`config.mk`:
```
export PLATFORM = sky130hd
export DESIGN_NAME = card_host_port
export DESIGN_NICKNAME = d
export VERILOG_FILES = /design/src/pkg/card_port_pkg.sv /design/src/rtl/card_host_port.sv
export VERILOG_INCLUDE_DIRS = /design/src /design/src/pkg
export SDC_FILE = /design/constraint.sdc
export NUM_CORES = 1
export LEC_CHECK = 0
export ABC_CLOCK_PERIOD_IN_PS = 7000
export BUFFER_PORTS_ARGS = -buffer_cell sky130_fd_sc_hd__clkbuf_2
export CORE_MARGIN = 10
export CORE_UTILIZATION = 37
export CTS_CLUSTER_SIZE = 28
export DETAILED_ROUTE_END_ITERATION = 8
export GPL_TIMING_DRIVEN = 0
export PLACE_DENSITY = 0.67
export SYNTH_ARGS = -nofsm -noshare
export SYNTH_HDL_FRONTEND = slang
export SYNTH_SLANG_ARGS = --single-unit
```
`constraint.sdc`:
```
create_clock -name clk -period 7 [get_ports clk]
set_clock_uncertainty 0.2 [all_clocks]
set_input_delay 0.35 -clock clk [delete_from_list [all_inputs] [get_ports clk]]
set_output_delay 0.35 -clock clk [all_outputs]
set_load 0.01 [all_outputs]
```
`src/pkg/card_port_params.svh`:
```
// Constants of the card host port control logic: pin slots, timing, reset values.
// Assumes a 200 MHz core clock; included by the design file and the bench.
`ifndef CARD_PORT_PARAMS_SVH
`define CARD_PORT_PARAMS_SVH
// ****************************************************
// Pin slots in the synchronised pin vector
// ****************************************************
`define PIN_OE      0
`define PIN_WE      1
`define PIN_IORD    2
`define PIN_IOWR    3
`define PIN_REG     4
`define PIN_RESET   5
`define PIN_DMACK   6
`define PIN_CE1     7
`define PIN_CE2     8
`define PIN_COUNT   9
// Idle level of every pin while the synchroniser fills (reset pin idles low)
`define PIN_IDLE    9'h1DF
// ****************************************************
// Timing
// ****************************************************
`define CLK_MHZ         200
`define INIT_TIME_NS    1000
`define INIT_CYCLES     ((`INIT_TIME_NS * `CLK_MHZ + 999) / 1000)
`define STRAP_CYCLES    3
`endif

```
`src/pkg/card_port_pkg.sv`:
```
// Types of the card host port control logic.
// Assumes nothing beyond the params header.
package card_port_pkg;
	// Interface personality of the card
	typedef enum logic [1:0] {mode_mem, mode_io, mode_ide} mode_type;
	// Card life cycle after a reset
	typedef enum logic [1:0] {st_strap, st_init, st_ready, st_hold} state_type;
endpackage

```
`src/rtl/card_host_port.sv`:
```
// Control pins of the card host port in memory, I/O and IDE personality.
// Assumes pins arrive asynchronously; core signals share clk; 200 MHz clock.
`timescale 1ns/1ps
`include "card_port_params.svh"

module card_host_port #(
	parameter int INIT_CYCLES = `INIT_CYCLES
) (
	input  wire logic clk,
	input  wire logic rst,
	input  wire logic oe_n,
	input  wire logic we_n,
	input  wire logic iord_n,
	input  wire logic iowr_n,
	input  wire logic reg_n,
	input  wire logic reset_pin,
	input  wire logic dmack_n,
	input  wire logic ce1_n,
	input  wire logic ce2_n,
	input  wire logic io_mode_sel,
	input  wire logic irq_req,
	input  wire logic dma_req,
	input  wire logic word_xfer,
	output logic      attr_rd,
	output logic      attr_wr,
	output logic      tf_rd,
	output logic      tf_wr,
	output logic      dma_ack,
	output logic      busy,
	output logic      regs_clear,
	output logic      ide_mode,
	output logic      rdy_irq_o,
	output logic      wp_io16_o,
	output logic      wait_o,
	output logic      wait_oe,
	output logic      dmarq
);

	// ****************************************************
	// Pin synchroniser
	// ****************************************************
	logic [`PIN_COUNT-1:0] pin_raw;
	logic [`PIN_COUNT-1:0] pin_s1_r;
	logic [`PIN_COUNT-1:0] pin_s2_r;
	logic [`PIN_COUNT-1:0] pin_s3_r;

	assign pin_raw = {ce2_n, ce1_n, dmack_n, reset_pin, reg_n, iowr_n, iord_n, we_n, oe_n};

	// Two stages per pin, third stage only for edge detection
	genvar g;
	generate
		for (g = 0; g < `PIN_COUNT; g++)
		begin : g_sync
			always_ff @(posedge clk or posedge rst)
			begin
				if (rst)
				begin
					pin_s1_r[g] <= 1'(`PIN_IDLE >> g);
					pin_s2_r[g] <= 1'(`PIN_IDLE >> g);
					pin_s3_r[g] <= 1'(`PIN_IDLE >> g);
				end
				else
				begin
					pin_s1_r[g] <= pin_raw[g];
					pin_s2_r[g] <= pin_s1_r[g];
					pin_s3_r[g] <= pin_s2_r[g];
				end
			end
		end
	endgenerate

	// Falling edges of the active low strobes, and card enable levels
	logic oe_fall;
	logic we_fall;
	logic iord_fall;
	logic iowr_fall;
	logic ce_any;
	logic ce_word;

	assign oe_fall   = pin_s3_r[`PIN_OE] & ~pin_s2_r[`PIN_OE];
	assign we_fall   = pin_s3_r[`PIN_WE] & ~pin_s2_r[`PIN_WE];
	assign iord_fall = pin_s3_r[`PIN_IORD] & ~pin_s2_r[`PIN_IORD];
	assign iowr_fall = pin_s3_r[`PIN_IOWR] & ~pin_s2_r[`PIN_IOWR];
	assign ce_any    = ~pin_s2_r[`PIN_CE1] | ~pin_s2_r[`PIN_CE2];
	assign ce_word   = ~pin_s2_r[`PIN_CE1] & ~pin_s2_r[`PIN_CE2];

	// ****************************************************
	// Mode strap and initialization sequencer
	// ****************************************************
	card_port_pkg::state_type state_r;
	card_port_pkg::state_type state_nxt;
	logic                     strap_ide_r;
	logic                     strap_ide_nxt;
	logic [15:0]              cnt_r;
	logic [15:0]              cnt_nxt;
	logic                     pin_reset;
	logic                     ready;
	card_port_pkg::mode_type  mode;

	// Reset pin polarity follows the personality
	assign pin_reset = strap_ide_r ? ~pin_s2_r[`PIN_RESET] : pin_s2_r[`PIN_RESET];
	assign ready     = (state_r == card_port_pkg::st_ready);
	assign mode      = strap_ide_r ? card_port_pkg::mode_ide :
		(io_mode_sel ? card_port_pkg::mode_io : card_port_pkg::mode_mem);

	// Next state, strap and counter
	always_comb
	begin
		state_nxt     = state_r;
		strap_ide_nxt = strap_ide_r;
		cnt_nxt       = cnt_r;
		case (state_r)
			card_port_pkg::st_strap:
			begin
				// Wait for the synchroniser to settle, then latch OE level
				if (cnt_r == 16'(`STRAP_CYCLES - 1))
				begin
					strap_ide_nxt = ~pin_s2_r[`PIN_OE];
					cnt_nxt       = 16'h0000;
					state_nxt     = card_port_pkg::st_init;
				end
				else
					cnt_nxt = cnt_r + 16'h0001;
			end
			card_port_pkg::st_init:
			begin
				if (pin_reset)
				begin
					cnt_nxt   = 16'h0000;
					state_nxt = card_port_pkg::st_hold;
				end
				else if (cnt_r == 16'(INIT_CYCLES - 1))
				begin
					cnt_nxt   = 16'h0000;
					state_nxt = card_port_pkg::st_ready;
				end
				else
					cnt_nxt = cnt_r + 16'h0001;
			end
			card_port_pkg::st_ready:
			begin
				if (pin_reset)
					state_nxt = card_port_pkg::st_hold;
			end
			default:
			begin
				// Pin reset held: restart strap on release
				cnt_nxt = 16'h0000;
				if (!pin_reset)
					state_nxt = card_port_pkg::st_strap;
			end
		endcase
	end

	// Register sequencer state
	always_ff @(posedge clk or posedge rst)
	begin
		if (rst)
		begin
			state_r     <= card_port_pkg::st_strap;
			strap_ide_r <= 1'b0;
			cnt_r       <= 16'h0000;
		end
		else
		begin
			state_r     <= state_nxt;
			strap_ide_r <= strap_ide_nxt;
			cnt_r       <= cnt_nxt;
		end
	end

	// ****************************************************
	// Strobe decode and pin outputs
	// ****************************************************
	logic attr_rd_r;
	logic attr_rd_nxt;
	logic attr_wr_r;
	logic attr_wr_nxt;
	logic tf_rd_r;
	logic tf_rd_nxt;
	logic tf_wr_r;
	logic tf_wr_nxt;
	logic dma_ack_r;
	logic dma_ack_nxt;
	logic dmarq_r;
	logic dmarq_nxt;
	logic pin37_r;
	logic pin37_nxt;
	logic pin24_r;
	logic pin24_nxt;
	logic wait_o_r;
	logic wait_o_nxt;
	logic wait_oe_r;
	logic wait_oe_nxt;
	logic clear_r;
	logic clear_nxt;

	// Decode per personality; nothing is accepted before init ends
	always_comb
	begin
		attr_rd_nxt = 1'b0;
		attr_wr_nxt = 1'b0;
		tf_rd_nxt   = 1'b0;
		tf_wr_nxt   = 1'b0;
		dma_ack_nxt = 1'b0;
		dmarq_nxt   = 1'b0;
		pin37_nxt   = ready;
		pin24_nxt   = 1'b0;
		wait_o_nxt  = 1'b1;
		wait_oe_nxt = 1'b1;
		clear_nxt   = (state_r == card_port_pkg::st_hold) || (state_r == card_port_pkg::st_strap);
		case (mode)
			card_port_pkg::mode_mem:
			begin
				// REG high picks task file, low picks attribute space
				attr_rd_nxt = ready & ce_any & oe_fall & ~pin_s2_r[`PIN_REG];
				tf_rd_nxt   = ready & ce_any & oe_fall & pin_s2_r[`PIN_REG];
				attr_wr_nxt = ready & ce_any & we_fall & ~pin_s2_r[`PIN_REG];
				tf_wr_nxt   = ready & ce_any & we_fall & pin_s2_r[`PIN_REG];
			end
			card_port_pkg::mode_io:
			begin
				// OE and WE reach attribute space only; task file via I/O strobes
				attr_rd_nxt = ready & ce_any & oe_fall & ~pin_s2_r[`PIN_REG];
				attr_wr_nxt = ready & ce_any & we_fall & ~pin_s2_r[`PIN_REG];
				tf_rd_nxt   = ready & ce_any & iord_fall;
				tf_wr_nxt   = ready & ce_any & iowr_fall;
				pin37_nxt   = ~(ready & irq_req);
				pin24_nxt   = ~(ready & ce_word & ~(pin_s2_r[`PIN_IORD] & pin_s2_r[`PIN_IOWR]));
			end
			default:
			begin
				// IDE: WE ignored, writes wait for set up, ready pin floats
				tf_rd_nxt   = ready & ce_any & iord_fall;
				tf_wr_nxt   = ready & ce_any & iowr_fall;
				dmarq_nxt   = ready & dma_req;
				dma_ack_nxt = dmarq_r & ~pin_s2_r[`PIN_DMACK];
				pin37_nxt   = ready & irq_req;
				pin24_nxt   = ~(ready & word_xfer);
				wait_o_nxt  = 1'b0;
				wait_oe_nxt = 1'b0;
			end
		endcase
	end

	// Register decode results and pin levels
	always_ff @(posedge clk or posedge rst)
	begin
		if (rst)
		begin
			attr_rd_r <= 1'b0;
			attr_wr_r <= 1'b0;
			tf_rd_r   <= 1'b0;
			tf_wr_r   <= 1'b0;
			dma_ack_r <= 1'b0;
			dmarq_r   <= 1'b0;
			pin37_r   <= 1'b0;
			pin24_r   <= 1'b0;
			wait_o_r  <= 1'b1;
			wait_oe_r <= 1'b1;
			clear_r   <= 1'b1;
		end
		else
		begin
			attr_rd_r <= attr_rd_nxt;
			attr_wr_r <= attr_wr_nxt;
			tf_rd_r   <= tf_rd_nxt;
			tf_wr_r   <= tf_wr_nxt;
			dma_ack_r <= dma_ack_nxt;
			dmarq_r   <= dmarq_nxt;
			pin37_r   <= pin37_nxt;
			pin24_r   <= pin24_nxt;
			wait_o_r  <= wait_o_nxt;
			wait_oe_r <= wait_oe_nxt;
			clear_r   <= clear_nxt;
		end
	end

	// Output wiring
	assign attr_rd    = attr_rd_r;
	assign attr_wr    = attr_wr_r;
	assign tf_rd      = tf_rd_r;
	assign tf_wr      = tf_wr_r;
	assign dma_ack    = dma_ack_r;
	assign dmarq      = dmarq_r;
	assign rdy_irq_o  = pin37_r;
	assign wp_io16_o  = pin24_r;
	assign wait_o     = wait_o_r;
	assign wait_oe    = wait_oe_r;
	assign regs_clear = clear_r;
	assign busy       = ~ready;
	assign ide_mode   = strap_ide_r;
endmodule

```
==> impl_metrics.env <==
export IMPL_status="completed"
export IMPL_grt_pass1_vias=1441
export IMPL_path_max_fanout=10
export IMPL_final_setup_tns_ns=0
export IMPL_synth_area_top_cells="dfrtp_1 35%, dfstp_2 28%, xor2_1 3.8%"
export IMPL_yosys_warnings=0
export IMPL_drc=0
export IMPL_insertion_delay_ns=0.31
export IMPL_cap_violations=0
export IMPL_worstSetupPathType="register to register"
export IMPL_grt_met3_usage_pct=2.220
export IMPL_post_cts_buffers=0
export IMPL_die_h_microns=94.93
export IMPL_period_minus_slack_ns=2.657
export IMPL_tightest_slew_ns=0.4103
export IMPL_dp_cells=271
export IMPL_timing_slew_headroom_pct=72.60
export IMPL_gp_congestion=0.7669
export IMPL_intPower_uw=514.7
export IMPL_ys_seq_area_share_pct=62.77
export IMPL_drt_iter0_drc=50
export IMPL_globalRouteOverflowTotal=0
export IMPL_arrival_ns=2.65
export IMPL_finalSetupViolCount=0
export IMPL_first_pass_iters=4
export IMPL_vdd_drop_max_mv=0.1545
export IMPL_seqPwrFrac_pct=45.7
export IMPL_reg2reg_from="cnt_r[0]"
export IMPL_met2_usage_pct=15.05
export IMPL_cts_resized=0
export IMPL_hold_ws_ns=0.03653
export IMPL_p_per_area_nw_per_um2=311.4
export IMPL_nNetsFinal=237
export IMPL_fillers=516
export IMPL_diodes=0
export IMPL_root_buffer="clkbuf_8"
export IMPL_hp_start="word_xfer"
export IMPL_io_buffers=27
export IMPL_antenna_found_initial=0
export IMPL_die_area_sq_um=9011
export IMPL_combPwrFrac_pct=31.2
export IMPL_power_leakage_nw=1.148
export IMPL_syn_area_per_cell_sq_um=12.15
export IMPL_syn2layout_area_growth_pct=21.33
export IMPL_syn_area_sq_um=2077
export IMPL_stdcell_count=289
export IMPL_post_route_period_util_pct=37.96
export IMPL_startpoint_type="register"
export IMPL_drt_total_wl_microns=3757
export IMPL_drtAntennaViolNets=0
export IMPL_vias_per_cell=4.806
export IMPL_rrSetupSlack_ns=4.34
export IMPL_clock_sinks=51
export IMPL_min_path_type="input pin to register"
export IMPL_clkPwrFrac_pct=23.1
export IMPL_worstReg2RegEnd="cnt_r[5]"
export IMPL_cts_buffers=5
export IMPL_synth_fp_nets=192
export IMPL_synth_seq_cells=51
export IMPL_place_ws_ns=4.356
export IMPL_num_io_pins=28
export IMPL_yosysTopAreaCell="dfrtp_1"
export IMPL_syn_inst=171
export IMPL_hold_path_end="wp_io16_o"
export IMPL_cts_tree="yes"
export IMPL_met1_usage_pct=11.02
export IMPL_cts_htree_levels=2
export IMPL_die_x_microns=94.93
export IMPL_fmax_mhz=376.3
export IMPL_initial_core_util_pct=37.95
export IMPL_critPathCaptureType="register"
export IMPL_grt_pass1_wl_microns=6651
export IMPL_cts_buffer_depth=2
export IMPL_switchingPower_uw=270.1
export IMPL_sw_frac_of_total_pct=34.41
export IMPL_drive_above_1_share_pct=32.26
export IMPL_grt_start_max_net_pins=38
export IMPL_routedWlPerCell_microns=13.00
export IMPL_core_area_sq_um=5473
export IMPL_cp_required_ns=7.00
export IMPL_setup_slack_ns=4.343
export IMPL_dp_hpwl_microns=2732
export IMPL_grt_total_usage_pct=9.018
export IMPL_finalMaxSlewViolations=0
export IMPL_top_usage_layer="met2"
export IMPL_r2r_cells=7
export IMPL_rsz0062_at_grt="no"
export IMPL_num_vias=1389
export IMPL_clk_pin_slew_worst_paths_ns=0.10
export IMPL_hold_violations=0
export IMPL_rows=27
export IMPL_yosysTopAreaCellShare_pct=34.94
export IMPL_hold_depth=2
export IMPL_ys_types=38
power groups by stage:
stage / registers, mW / clock network (mW) / logic, mW
after detailed placement: 0.365 / 0 / 0.244
after global routing: 0.365 / 0.201 / 0.276
after CTS: 0.360 / 0.188 / 0.249
after floorplan: 0.371 / 0 / 0.162
after global placement: 0.363 / 0 / 0.239
final: 0.359 / 0.181 / 0.245
layout by cell type, fill, tap and decap left out, drive strengths merged, types with 4 or more instances in the layout:
master / count
clkbuf: 36
dfrtp: 29
dfstp: 22
nor2: 14
inv: 11
a21oi: 10
dlygate4sd3: 10
nand2: 9
xor2: 9
nand4: 7
ha: 6
or3: 5
nand3: 5
buf: 5
o21ai: 4
metal layers:
layer / vias up / share of wire, %
met5: - / 0
met4: 0 / 1.8
met3: 7 / 4.0
met2: 22 / 48
met1: 672 / 46
li1: 688 / -
Yosys cell counts:
library cell	number
buf_4	2
or3b_2	2
ha_1	6
or4b_2	1
nor2_1	14
mux2i_1	1
and2_1	1
nor4_1	1
nand4_1	7
dfrtp_1	29
nand2_1	9
mux2_1	1
nor3_1	2
nor3b_1	3
inv_1	8
and4b_1	2
clkbuf_1	4
a211oi_1	2
xnor2_1	2
or4_1	1
a21oi_1	10
or3_1	5
a31oi_1	2
nand3_1	5
o41ai_1	1
and3_1	3
buf_2	2
mux2_2	1
a211oi_2	1
nand4b_1	2
dfstp_2	22
xor2_1	9
o21ai_0	4
a211o_1	1
or4_4	2
o22ai_1	1
and4_1	1
o41a_1	1
sequential cells by signal, summed over array words and instances, names as in the netlist:
| signal | flops |
|---|---|
| tf_wr | 1 |
| rdy_irq_o | 1 |
| attr_rd | 1 |
| cnt_r | 16 |
| attr_wr | 1 |
| state_r | 2 |
| pin_s1_r | 9 |
| pin_s2_r | 9 |
| tf_rd | 1 |
| wp_io16_o | 1 |
| pin_s3_r | 4 |
| ide_mode | 1 |
| regs_clear | 1 |
| dmarq | 1 |
| dma_ack | 1 |
| wait_oe | 1 |
worst max-delay path: stages, from the launching register on:
cell      delay [ns]
dfrtp_1         0.42
inv_1           0.08
ha_1            0.14
or4b_2          0.60
o41a_1          0.37
a211oi_2        0.41
buf_4           0.25
nor2_1          0.06
cells by family (layout without fill, tap and decap cells):
| group | Yosys count | after routing | share of synthesized area [%] |
|---|---|---|---|
| buffers and inverters | 16 | 62 | 3.373 |
| flip-flops | 51 | 51 | 62.77 |
| AND/OR/NAND/NOR | 61 | 61 | 17.05 |
| adder cells (fa/ha/maj) | 6 | 6 | 3.614 |
| multiplexers | 3 | 3 | 1.566 |
| AO/OA/AOI/OAI | 23 | 23 | 6.988 |
| XOR/XNOR | 11 | 11 | 4.639 |
how the worst max path moves through the flow:
stage                   from          to  slack, ns  cells after the start
CTS                 cnt_r[0]   cnt_r[10]       4.34                      7
detailed placement  cnt_r[0]    cnt_r[8]       4.36                      7
global placement    cnt_r[0]    cnt_r[4]       4.37                      7
global route        cnt_r[0]   cnt_r[10]       4.19                      7
floorplan           cnt_r[0]  state_r[0]       4.54                      6
finish              cnt_r[0]    cnt_r[5]       4.34                      7
through the flow:
step	util (%)	cell area, sq um	power (mW)
floorplan	-	2077	0.5325
detailed placement	42.43	2322	0.6099
global placement	42.07	2302	0.6015
finish	46.04	2520	0.7847
CTS	46.04	2520	0.7966
global route	46.04	2520	0.8415
cell type report:
class	instances	area, sq um	area share [%]
flip-flops and latches	51	1304	51.74
plain buffers	8	40.04	1.589
inverters	8	30.03	1.192
repair buffers	38	255.2	10.13
clock inverters	3	28.78	1.142
clock buffers	5	68.82	2.731
well taps	72	90.09	3.575
multi-input cells	104	703.2	27.90
timing repair:
action	4_1_cts	5_1_grt
endpoints found under the hold margin	22	0
hold buffers	10	0
endpoints found under the setup margin	0	0
Note: power is estimated with default switching activity, not from simulation.
